--- src/hw/piu_pkg.sv ---
// constants shared by the prioritised interrupt unit
package piu_pkg;
  // register byte addresses on the AXI4-Lite port, and the option register reset value
  localparam logic [7:0] PIU_OPT_OFS = 8'hc8;
  localparam logic [7:0] PIU_STAT_OFS = 8'hcc;
  localparam logic [7:0] PIU_EVT_OFS = 8'hd0;
  localparam logic [7:0] PIU_OPT_RST = 8'h00;
  // option register fields
  localparam int PIU_GEN_BIT = 4;
  localparam int PIU_ESB_BIT = 5;
  localparam int PIU_LES_BIT = 6;
  // vector addresses in program space, source 0 highest
  localparam logic [11:0] PIU_VEC0 = 12'hffc;
  localparam logic [11:0] PIU_VEC1 = 12'hff6;
  localparam logic [11:0] PIU_VEC2 = 12'hff4;
  localparam logic [11:0] PIU_VEC3 = 12'hff2;
  localparam logic [11:0] PIU_VEC4 = 12'hff0;
  // cycles of a zero write to the option register
  localparam logic [2:0] PIU_ZWR_CYCLES = 3'h4;
  // context and flag pair codes
  typedef enum logic [1:0] {PIU_CTX_NORM = 2'h0, PIU_CTX_IRQ = 2'h1, PIU_CTX_NMI = 2'h2} piu_ctx_t;
  // entry sequence, gray coded
  typedef enum logic [2:0]
  {
    PIU_SEQ_IDLE = 3'h0,
    PIU_SEQ_PUSH = 3'h1,
    PIU_SEQ_INHIB = 3'h3,
    PIU_SEQ_CLR = 3'h2,
    PIU_SEQ_LOAD = 3'h6
  } piu_seq_t;
  localparam logic [1:0] PIU_RESP_OKAY = 2'h0;
  localparam logic [1:0] PIU_RESP_SLVERR = 2'h2;
endpackage : piu_pkg

--- src/hw/piu_top.sv ---
// prioritised interrupt unit: sources, option register, entry/return sequencing
// Function
// - one non-maskable source 0, maskable 1..4, fixed two-byte vectors descending
// - accepted request loads the program counter with the source vector
// - non-maskable pre-empts normal code and maskable routines but not itself; maskable never pre-empt each other
// - pending maskable served in fixed order, source 1 first, 4 last
// - global enable bit 4 gates maskable sources only
// - global enable clear blocks every wake-up, non-maskable included
// - non-maskable request caught in a flip-flop cleared on service entry
// - source 1 level sensitive when bit 6 set, falling edge otherwise
// - source 2 edge sensitive, bit 5 picks rising or falling
// - sources 3 and 4 always level sensitive
// - edge latch sets once, clears on routine start, extra edges dropped
// - lines sampled at instruction end; accepted request skips next instruction
// - three carry/zero pairs: normal, maskable, non-maskable, switched on entry
// - entry order: push pc, inhibit maskable, clear latch, load vector
// - return restores previous flag pair and pops the program counter
// - events ORed per source, per-event flags readable
// - option register write-only, byte writes only, reset to zero
// - maskable entry during first three cycles of zero write keeps normal flags
//
// Implementation choice: register access over AXI4-Lite.
module piu_top #(
  parameter int NPORT = 4
) (
  input wire logic aclk,
  input wire logic aresetn,
  input wire logic [7:0] s_axi_awaddr,
  input wire logic s_axi_awvalid,
  output logic s_axi_awready,
  input wire logic [31:0] s_axi_wdata,
  input wire logic [3:0] s_axi_wstrb,
  input wire logic s_axi_wvalid,
  output logic s_axi_wready,
  output logic [1:0] s_axi_bresp,
  output logic s_axi_bvalid,
  input wire logic s_axi_bready,
  input wire logic [7:0] s_axi_araddr,
  input wire logic s_axi_arvalid,
  output logic s_axi_arready,
  output logic [31:0] s_axi_rdata,
  output logic [1:0] s_axi_rresp,
  output logic s_axi_rvalid,
  input wire logic s_axi_rready,
  input wire logic nmi_n,
  input wire logic [NPORT-1:0] port_pin,
  input wire logic spi_eot,
  input wire logic [1:0] tmr_ovf,
  input wire logic lfo_evt,
  input wire logic adc_eoc,
  input wire logic instr_end,
  input wire logic return_from_interrupt,
  input wire logic flag_we,
  input wire logic carry_in,
  input wire logic zero_in,
  output logic instr_skip,
  output logic pc_push,
  output logic pc_pop,
  output logic vec_load,
  output logic [11:0] vec_addr,
  output logic carry_flag,
  output logic zero_flag,
  output logic [1:0] flag_ctx,
  output logic wake_req
);
  localparam int EVW = NPORT + 5;

  typedef struct packed {
    logic [2:0] nmi_s;
    logic nmi_lvl;
    logic nmi_prev;
    logic [NPORT-1:0] port_s1;
    logic [NPORT-1:0] port_s2;
    logic [NPORT-1:0] port_s3;
    logic [NPORT-1:0] port_lvl;
    logic line1_prev;
    logic line2_prev;
    logic latch1;
    logic latch2;
    logic nmi_latch;
    logic [7:0] opt;
    logic [2:0] zwr_cnt;
    piu_pkg::piu_ctx_t ctx;
    piu_pkg::piu_ctx_t fctx;
    piu_pkg::piu_ctx_t nmi_prev_ctx;
    piu_pkg::piu_ctx_t nmi_prev_f;
    logic [5:0] flags;
    piu_pkg::piu_seq_t seq;
    logic [2:0] sel;
    logic [11:0] vec;
    logic skip;
    logic pop;
    logic wake;
    logic [EVW-1:0] evf;
    logic aw_have;
    logic [7:0] awaddr;
    logic w_have;
    logic [7:0] wdata;
    logic wstrb0;
    logic bvalid;
    logic [1:0] bresp;
    logic rvalid;
    logic [31:0] rdata;
    logic [1:0] rresp;
  } piu_state_t;

  piu_state_t s_ff;
  piu_state_t nxt_s;

  logic gen;
  logic line1;
  logic line2;
  logic fall1;
  logic edge2;
  logic nmi_fall;
  logic [3:0] req;
  logic accept;
  logic accept_nmi;
  logic [2:0] pick;

  // request lines are active low; sources ORed onto one line each
  assign gen = s_ff.opt[piu_pkg::PIU_GEN_BIT];
  assign line1 = ~spi_eot;
  assign line2 = &s_ff.port_lvl;
  assign fall1 = s_ff.line1_prev & ~line1;
  assign edge2 = s_ff.opt[piu_pkg::PIU_ESB_BIT] ? (~s_ff.line2_prev & line2)
                                                : (s_ff.line2_prev & ~line2);
  assign nmi_fall = s_ff.nmi_prev & ~s_ff.nmi_lvl;

  // level sources are seen live, no copy kept; the requester must hold them
  always_comb
  begin
    req[0] = s_ff.opt[piu_pkg::PIU_LES_BIT] ? ~line1 : s_ff.latch1;
    req[1] = s_ff.latch2;
    req[2] = (|tmr_ovf) | lfo_evt;
    req[3] = adc_eoc;
  end

  // acceptance only at instruction end and only from an idle sequencer
  always_comb
  begin
    accept_nmi = instr_end && s_ff.seq == piu_pkg::PIU_SEQ_IDLE && s_ff.nmi_latch
                 && s_ff.ctx != piu_pkg::PIU_CTX_NMI;
    accept = accept_nmi || (instr_end && s_ff.seq == piu_pkg::PIU_SEQ_IDLE && gen
             && s_ff.ctx == piu_pkg::PIU_CTX_NORM && (|req));
    if (accept_nmi)
      pick = 3'h0;
    else if (req[0])
      pick = 3'h1;
    else if (req[1])
      pick = 3'h2;
    else if (req[2])
      pick = 3'h3;
    else
      pick = 3'h4;
  end

  // all next-state logic of the block
  always_comb
  begin
    logic [EVW-1:0] ev_set;
    logic [EVW-1:0] ev_clr;
    logic [31:0] rd;
    logic rd_ok;
    ev_set = '0;
    ev_clr = '0;
    rd = '0;
    rd_ok = 1'b1;
    nxt_s = s_ff;
    nxt_s.skip = 1'b0;
    nxt_s.pop = 1'b0;
    // pins pass three flops; a change counts once stages two and three agree
    nxt_s.nmi_s = {s_ff.nmi_s[1:0], nmi_n};
    if (s_ff.nmi_s[1] == s_ff.nmi_s[2])
      nxt_s.nmi_lvl = s_ff.nmi_s[2];
    nxt_s.nmi_prev = s_ff.nmi_lvl;
    nxt_s.port_s1 = port_pin;
    nxt_s.port_s2 = s_ff.port_s1;
    nxt_s.port_s3 = s_ff.port_s2;
    for (int i = 0; i < NPORT; i++)
    begin
      if (s_ff.port_s2[i] == s_ff.port_s3[i])
        nxt_s.port_lvl[i] = s_ff.port_s3[i];
    end
    nxt_s.line1_prev = line1;
    nxt_s.line2_prev = line2;

    // entry sequence; clear precedes set so a fresh edge is never lost
    case (s_ff.seq)
      piu_pkg::PIU_SEQ_IDLE:
      begin
        if (accept)
        begin
          nxt_s.seq = piu_pkg::PIU_SEQ_PUSH;
          nxt_s.sel = pick;
          nxt_s.skip = 1'b1;
          if (accept_nmi)
          begin
            nxt_s.nmi_prev_ctx = s_ff.ctx;
            nxt_s.nmi_prev_f = s_ff.fctx;
            nxt_s.ctx = piu_pkg::PIU_CTX_NMI;
            nxt_s.fctx = piu_pkg::PIU_CTX_NMI;
          end
          else
          begin
            nxt_s.ctx = piu_pkg::PIU_CTX_IRQ;
            // zero write still in flight: flags stay on the normal pair
            if (s_ff.zwr_cnt == 3'h0)
              nxt_s.fctx = piu_pkg::PIU_CTX_IRQ;
          end
        end
        else if (return_from_interrupt && s_ff.ctx != piu_pkg::PIU_CTX_NORM)
        begin
          nxt_s.pop = 1'b1;
          if (s_ff.ctx == piu_pkg::PIU_CTX_NMI)
          begin
            nxt_s.ctx = s_ff.nmi_prev_ctx;
            nxt_s.fctx = s_ff.nmi_prev_f;
          end
          else
          begin
            nxt_s.ctx = piu_pkg::PIU_CTX_NORM;
            nxt_s.fctx = piu_pkg::PIU_CTX_NORM;
          end
        end
      end
      piu_pkg::PIU_SEQ_PUSH:
        nxt_s.seq = piu_pkg::PIU_SEQ_INHIB;
      piu_pkg::PIU_SEQ_INHIB:
        nxt_s.seq = piu_pkg::PIU_SEQ_CLR;
      piu_pkg::PIU_SEQ_CLR:
      begin
        nxt_s.seq = piu_pkg::PIU_SEQ_LOAD;
        case (s_ff.sel)
          3'h0:
          begin
            nxt_s.nmi_latch = 1'b0;
            nxt_s.vec = piu_pkg::PIU_VEC0;
          end
          3'h1:
          begin
            nxt_s.latch1 = 1'b0;
            nxt_s.vec = piu_pkg::PIU_VEC1;
          end
          3'h2:
          begin
            nxt_s.latch2 = 1'b0;
            nxt_s.vec = piu_pkg::PIU_VEC2;
          end
          3'h3:
            nxt_s.vec = piu_pkg::PIU_VEC3;
          default:
            nxt_s.vec = piu_pkg::PIU_VEC4;
        endcase
      end
      piu_pkg::PIU_SEQ_LOAD:
        nxt_s.seq = piu_pkg::PIU_SEQ_IDLE;
      default:
        nxt_s.seq = piu_pkg::PIU_SEQ_IDLE;
    endcase

    // a single stored request per edge source; further edges merge into it
    if (nmi_fall)
      nxt_s.nmi_latch = 1'b1;
    if (fall1 && !s_ff.opt[piu_pkg::PIU_LES_BIT])
      nxt_s.latch1 = 1'b1;
    if (edge2)
      nxt_s.latch2 = 1'b1;

    // wake-up needs the global enable, even for the non-maskable source
    nxt_s.wake = gen && (s_ff.nmi_latch || (|req));

    // flag pair being written is the one now in use
    if (flag_we)
    begin
      case (s_ff.fctx)
        piu_pkg::PIU_CTX_IRQ:
          nxt_s.flags[3:2] = {zero_in, carry_in};
        piu_pkg::PIU_CTX_NMI:
          nxt_s.flags[5:4] = {zero_in, carry_in};
        default:
          nxt_s.flags[1:0] = {zero_in, carry_in};
      endcase
    end

    // per-event sticky flags for polling, write one to clear, set wins
    ev_set = {~s_ff.port_lvl, adc_eoc, lfo_evt, tmr_ovf, spi_eot};

    // zero write to the option register lands on its fourth cycle
    if (s_ff.zwr_cnt != 3'h0)
    begin
      if (s_ff.zwr_cnt == piu_pkg::PIU_ZWR_CYCLES - 3'h1)
      begin
        nxt_s.opt = 8'h00;
        nxt_s.zwr_cnt = 3'h0;
      end
      else
        nxt_s.zwr_cnt = s_ff.zwr_cnt + 3'h1;
    end

    // write channel: address and data may come in either order
    if (s_axi_awvalid && s_axi_awready)
    begin
      nxt_s.aw_have = 1'b1;
      nxt_s.awaddr = s_axi_awaddr;
    end
    if (s_axi_wvalid && s_axi_wready)
    begin
      nxt_s.w_have = 1'b1;
      nxt_s.wdata = s_axi_wdata[7:0];
      nxt_s.wstrb0 = s_axi_wstrb[0];
    end
    if (s_ff.aw_have && s_ff.w_have)
    begin
      nxt_s.aw_have = 1'b0;
      nxt_s.w_have = 1'b0;
      nxt_s.bvalid = 1'b1;
      nxt_s.bresp = piu_pkg::PIU_RESP_OKAY;
      case ({s_ff.awaddr[7:2], 2'b00})
        piu_pkg::PIU_OPT_OFS:
        begin
          // whole-byte write only; no bit-level access path exists
          if (s_ff.wstrb0 && s_ff.zwr_cnt == 3'h0)
          begin
            if (s_ff.wdata == 8'h00)
              nxt_s.zwr_cnt = 3'h1;
            else
              nxt_s.opt = s_ff.wdata;
          end
        end
        piu_pkg::PIU_EVT_OFS:
          ev_clr = s_ff.wstrb0 ? EVW'(s_ff.wdata) : '0; // port flags above bit 7 can never be cleared by a write
        piu_pkg::PIU_STAT_OFS:
          nxt_s.bresp = piu_pkg::PIU_RESP_OKAY;
        default:
          nxt_s.bresp = piu_pkg::PIU_RESP_SLVERR;
      endcase
    end
    if (s_ff.bvalid && s_axi_bready)
      nxt_s.bvalid = 1'b0;
    nxt_s.evf = (s_ff.evf & ~ev_clr) | ev_set;

    // read channel; option register is write-only and reads as zero
    case ({s_axi_araddr[7:2], 2'b00})
      piu_pkg::PIU_OPT_OFS:
        rd = '0;
      piu_pkg::PIU_STAT_OFS:
        rd = {16'h0000, s_ff.wake, s_ff.latch2, s_ff.latch1, s_ff.nmi_latch,
              s_ff.fctx, s_ff.ctx, s_ff.opt};
      piu_pkg::PIU_EVT_OFS:
        rd = {{(32-EVW){1'b0}}, s_ff.evf};
      default:
        rd_ok = 1'b0;
    endcase
    if (s_axi_arvalid && s_axi_arready)
    begin
      nxt_s.rvalid = 1'b1;
      nxt_s.rdata = rd;
      nxt_s.rresp = rd_ok ? piu_pkg::PIU_RESP_OKAY : piu_pkg::PIU_RESP_SLVERR;
    end
    else if (s_ff.rvalid && s_axi_rready)
      nxt_s.rvalid = 1'b0;
  end

  // state register; reset clears the option byte, masking every maskable source
  always_ff @(posedge aclk)
  begin
    if (!aresetn)
    begin
      s_ff <= '0;
      s_ff.nmi_s <= 3'h7;
      s_ff.nmi_lvl <= 1'b1;
      s_ff.nmi_prev <= 1'b1;
      s_ff.port_s1 <= '1;
      s_ff.port_s2 <= '1;
      s_ff.port_s3 <= '1;
      s_ff.port_lvl <= '1;
      s_ff.line1_prev <= 1'b1;
      s_ff.line2_prev <= 1'b1;
      s_ff.opt <= piu_pkg::PIU_OPT_RST;
    end
    else
      s_ff <= nxt_s;
  end

  assign s_axi_awready = ~s_ff.aw_have & ~s_ff.bvalid;
  assign s_axi_wready = ~s_ff.w_have & ~s_ff.bvalid;
  assign s_axi_bvalid = s_ff.bvalid;
  assign s_axi_bresp = s_ff.bresp;
  assign s_axi_arready = ~s_ff.rvalid;
  assign s_axi_rvalid = s_ff.rvalid;
  assign s_axi_rdata = s_ff.rdata;
  assign s_axi_rresp = s_ff.rresp;
  assign instr_skip = s_ff.skip;
  assign pc_push = s_ff.seq == piu_pkg::PIU_SEQ_PUSH;
  assign vec_load = s_ff.seq == piu_pkg::PIU_SEQ_LOAD;
  assign vec_addr = s_ff.vec;
  assign pc_pop = s_ff.pop;
  assign flag_ctx = s_ff.fctx;
  assign carry_flag = s_ff.flags[{s_ff.fctx, 1'b0}];
  assign zero_flag = s_ff.flags[{s_ff.fctx, 1'b1}];
  assign wake_req = s_ff.wake;
endmodule : piu_top

--- config.mk ---
export PLATFORM = sky130hd
export DESIGN_NAME = piu_top
export DESIGN_NICKNAME = d
export VERILOG_FILES = /design/src/hw/piu_pkg.sv /design/src/hw/piu_top.sv
export SDC_FILE = /design/constraint.sdc
export NUM_CORES = 1
export LEC_CHECK = 0
export ABC_CLOCK_PERIOD_IN_PS = 2050
export BUFFER_PORTS_ARGS = -buffer_cell sky130_fd_sc_hd__clkbuf_2
export CELL_PAD_IN_SITES_DETAIL_PLACEMENT = 0
export CELL_PAD_IN_SITES_GLOBAL_PLACEMENT = 1
export CORE_ASPECT_RATIO = 0.7
export CORE_UTILIZATION = 30
export DETAILED_ROUTE_END_ITERATION = 12
export PLACE_DENSITY_LB_ADDON = 0.1
export RECOVER_POWER = 50
export SYNTH_ARGS = -nofsm -noshare
export SYNTH_HDL_FRONTEND = slang
export SYNTH_SLANG_ARGS = --single-unit
--- constraint.sdc ---
create_clock -name aclk -period 2.05 [get_ports aclk]
set_clock_uncertainty 0.15 [all_clocks]
set_input_delay 0.3075 -clock aclk [delete_from_list [all_inputs] [get_ports aclk]]
set_output_delay 0.3075 -clock aclk [all_outputs]
set_load 0.01 [all_outputs]
# After elaboration in Yosys (flattened, before gate mapping)
# Index checks and enable logic that the tools add are counted.
# Widths: inputs -> output; s select.
# classes
n_bitwise,22
eq_ne,25
n_div,0
reduce_logical,54
n_mul,0
shifts,0
addsub,1
n_mux,44
magnitude_cmp,2
# ops
op,n
$mux 11,4
$mux 8,5
$eq 6x6->1 const B,6
$pmux 16 s2,1
$mux 3,7
$reduce_and 2->1,9
$reduce_bool 2->1,9
$logic_and 1x1->1,16
$mux 4,4
$pmux 4 s4,1
$eq 3x2->1 const B,5
$mux 1,15
$pmux 3 s4,1
$not 1->1,11
$and 9x9->9,1
$logic_not 3->1,3
$not 9->9,1
$or 9x9->9,1
$reduce_or 3->1,3
$logic_not 8->1,1
$lt 3x4->1 const B,2
$reduce_or 2->1,4
$and 1x1->1,6
$eq 3x1->1 const B,2
19 further kinds,30
# word_totals
input_bits,74
reg_bits,138
word_cells,189
rom_bits,0
ramBits,0
out_inout_bits,62
mem_count,0
latch_bits,0

# Longest topological paths before layout
# depth
word_depth,8
depth_mapped,7

# Least setup slack after synthesis
# No wires, ideal clock.
# synth_timing
path_type,flip-flop to flip-flop
startpoint,"reg s_ff, in the netlist req[1]"
endpoint,reg s_ff[99] in the netlist's numbering
arrival_ps,1513
slack_ps,256
setup_ps,132
period_less_slack_ps,1794
path_stages_with_launch,5
path_cell_list,dfxtp_1 > or4_4 > o311ai_4 > and4b_1 > nor3_1
# synth_between
elab_chain_len,5
# synth_lines
element,line_no,source
"start, declared",piu_top.sv:107,piu_state_t s_ff;
"start signal, assigned",piu_top.sv:383,s_ff <= nxt_s;
$reduce_or 4->1 *,piu_top.sv:145,&& s_ff.ctx == piu_pkg::PIU_CTX_NORM && (|req));
$logic_and 1x1->1 *,piu_top.sv:145,
$logic_or 1x1->1 *,piu_top.sv:144,accept = accept_nmi || (instr_end && s_ff.seq == piu_pkg::PIU_SEQ_IDLE && gen
$reduce_bool 2->1 (no line),--,
$reduce_and 2->1 (no line),--,
# Mark *: on every way between the ends. The rest lies on a longest branch, timed or not.
# A chain may end at the register's enable or synchronous reset.

# Worst setup path in the final report
# layout_timing
startpoint,reg s_ff[99] in the netlist's numbering
endpoint,reg s_ff[99] in the netlist's numbering
# layout_between
elab_chain_len,6
# layout_lines
element,line_no
$logic_not 2->1,piu_top.sv:145
$logic_and 1x1->1 (2 in series),piu_top.sv:145
$logic_or 1x1->1,piu_top.sv:144
$reduce_bool 2->1 (no line),--
$reduce_and 2->1 (no line),--
# Parallel ways exist; a longest one is shown, timed or not. The select of a mux whose other input is x is not followed.

==> flow_summary_export.csv <==
group,metric,value,unit
sta,drv_slew,0,
detailed_routing,viasPerCell,4.57,
synth,ys_async_sr_fraction,0,%
clocking,worstSkewPairLatency,0.34,ns
global_routing,grt_first_pass_wirelength,17200,um
power,power_density,848,nW/um2
synth,synthCells,523,
sta,maxClockFrequency,0.521,GHz
clocking,htree_levels,3,
floorplanning,rows,37,
floorplanning,die_w,150,um
critical_path,path_max_fanout,9,
hold_path,hp-class,"input port to register",
clocking,cts_buffers,9,
synth,synth.avg_cell_area,8.75,um2
finish,area_growth,15.0,%
global_routing,grt_max_degree,35,
power,power.leakage,2.09,nW
placed_design,place_congestion,0.755,
finish,diodes,0,
global_routing,grt_pass1_vias,3329,
synth,synth_top_area_cell,"dfxtp_1",
sta,relSlewSlack,16.6,%
sta,rsz0062_at_grt,"no",
synth,synth-seq-cells,110,
status,status,"finished, final reports clean",
finish,finish.utilization,35.5,%
clocking,cts_setup_buffers,0,
detailed_routing,drc_errors,0,
sta,hold_viol_final,0,
clocking,cts_root_buffer,"clkbuf_16",
sta,fin_hold_ws,0.0318,ns
sta,tightest_slew,1.25,ns
placed_design,dp_slack,-0.0174,ns
sta,setup_tns,0,ns
critical_path,end_kind,"register",
clocking,cts_sinks,110,
finish,final_common_cell,"dfxtp_1",
floorplanning,coreArea,14800,um2
global_routing,grtUsageTotal,14.1,%
detailed_routing,vias,3564,
clocking,clkTransAtPathRegs,0.07,ns
detailed_routing,routed_wirelength,10600,um
power,ir_worst_vdd,374,uV
synth,yosysUniqueCellTypes,46,
synth,synth.area.top_cells,"dfxtp_1 (48%), buf_4 (8.2%), a21oi_1 (6.0%), nand2_1 (4.0%), nor2_1 (3.1%)",
global_routing,antenna_found_initial,0,
critical_path,crit_path_start_kind,"register",
floorplanning,die_y,105,um
placed_design,placed_cells,759,
run,maxCapViolCount,0,
finish,drive_above_1_share,14.7,%
critical_path,crit_required,2.16,ns
placed_design,place_hpwl,7700,um
floorplanning,start_util,30.9,%
global_routing,grt_remaining_overflow,0,
detailed_routing,dr.pass1.iters,4,
critical_path,criticalPathCategory,"register to register",
floorplanning,io-pin-count,136,
synth,ys_warn_count,0,
detailed_routing,detail_route.iter0.violations,166,
synth,seq_area_frac_synth,48.1,%
finish,nNetsFinal,658,
clocking,tritoncts,"yes",
synth,synthesis.area,4580,um2
clocking,clockBufferDepth,2,
finish,mostFrequentLayoutCells,"dfxtp_1 (110), a21oi_1 (54), clkbuf_2 (54)",
sta,setup_slack,0.131,ns
synth,synth_edf_count,0,
placed_design,port_buffers,85,
detailed_routing,wl_per_cell,13.5,um
sta,fin_crit_sh,93.6,%
floorplanning,die-area,15800,um2
synth,synth_ff_type,"dfxtp_1",
sta,setup_violations,0,
critical_path,worstPathArrival,2.03,ns
finish,layout.cells.non_filler,780,
synth,yosysTopAreaCellShare,48.1,%
detailed_routing,antenna_left,0,
sta,final.min_clock_period,1.92,ns
## state kept, by name, indices dropped and copies added (netlist names)
register / cells
gen: 1
wake_req: 1
s_axi_rresp: 1
s_axi_rdata: 16
vec_addr: 4
req: 1
instr_skip: 1
s_axi_bvalid: 1
s_axi_rvalid: 1
s_axi_bresp: 1
pc_pop: 1
nxt_s: 11
flag_ctx: 2
s_ff: 68
## metrics by stage
stage / total power, mW / instance area (um2)
3_3_place_gp: 2.74 / 4950
5_1_grt: 4.69 / 5260
3_5_place_dp: 2.74 / 4950
6_report: 4.46 / 5260
4_1_cts: 4.54 / 5310
2_1_floorplan: 2.63 / 4640
## timing repair
item | CTS | global route
resized for setup | 1 | 0
hold buffers | 5 | 0
endpoints found under the setup margin | 8 | 0
hold endpoints to repair | 5 | 0
## report_power, final
part,leakage (nW),switching [mW],internal [mW]
sequential,0.897,0.0587,2.22
clock,0.146,0.761,1.01
combinational,1.05,0.249,0.166
total,2.09,1.07,3.40
## metal layers
metal | vias to the layer above | GRT usage, % | share of wire [%]
met1 | 1635 | 20.7 | 54
met4 | 0 | 3.50 | 0.97
met3 | 9 | 3.85 | 5.1
met5 | - | 0 | 0
met2 | 81 | 19.9 | 40
li1 | 1839 | - | -
## synthesized netlist by cell type, types with 2 or more instances
cell type and number:
dfxtp_1 110, a21oi_1 55, buf_4 50, nand2_1 49, nor2_1 38, o21ai_0 27
inv_1 25, clkbuf_1 23, nand2b_1 21, nand3_1 18, a221oi_1 9, mux2i_1 9
a22o_1 8, and2_1 7, nor3_1 7, a31oi_1 6, nor2b_1 6, and3_1 5
ha_1 4, nor4_1 4, and3b_1 3, buf_2 3, nor3b_1 3, a211oi_1 2
a22oi_1 2, and4b_1 2, mux2_2 2, nand3b_1 2, o211ai_1 2, o21a_1 2
o22ai_1 2, o41ai_1 2, or4_1 2
## cells by family after synthesis
logic type	count (synthesis)	share of synthesized area (%)
other	1	0.0820
AND/OR/NAND/NOR	173	19.3
buffers and inverters	102	12.6
adder cells (fa/ha/maj)	4	1.09
AO/OA/AOI/OAI	122	16.4
multiplexers	11	2.46
flip-flops	110	48.1
## final cells by class
type | count | area (um2)
fill | 1587 | 9550
inverter | 26 | 97.6
clock inverter | 3 | 42.5
clock buffer | 13 | 260
sequential | 110 | 2200
tap | 195 | 244
multi-input combinational | 329 | 1870
timing repair buffer | 104 | 547
## worst max-delay path, stage by stage, from the launching register on
cell,delay [ns]
dfxtp_1,0.52
o21ai_0,0.17
or4_1,0.57
and4b_1,0.24
nor3_1,0.18
## final timing paths
path	from	end	slack [ns]	cells after the start
min reg2reg	nxt_s[125]$_SDFF_PN1_	nxt_s[121]$_SDFF_PN1_	0.26	1
min	s_axi_wdata[2]	s_ff[41]$_SDFFE_PN0P_	0.03	3
max	s_ff[99]$_SDFFE_PN0P_	s_ff[99]$_SDFFE_PN0P_	0.13	4
max reg2reg	s_ff[99]$_SDFFE_PN0P_	s_ff[99]$_SDFFE_PN0P_	0.13	4
Power figures use the tool's default switching activity.
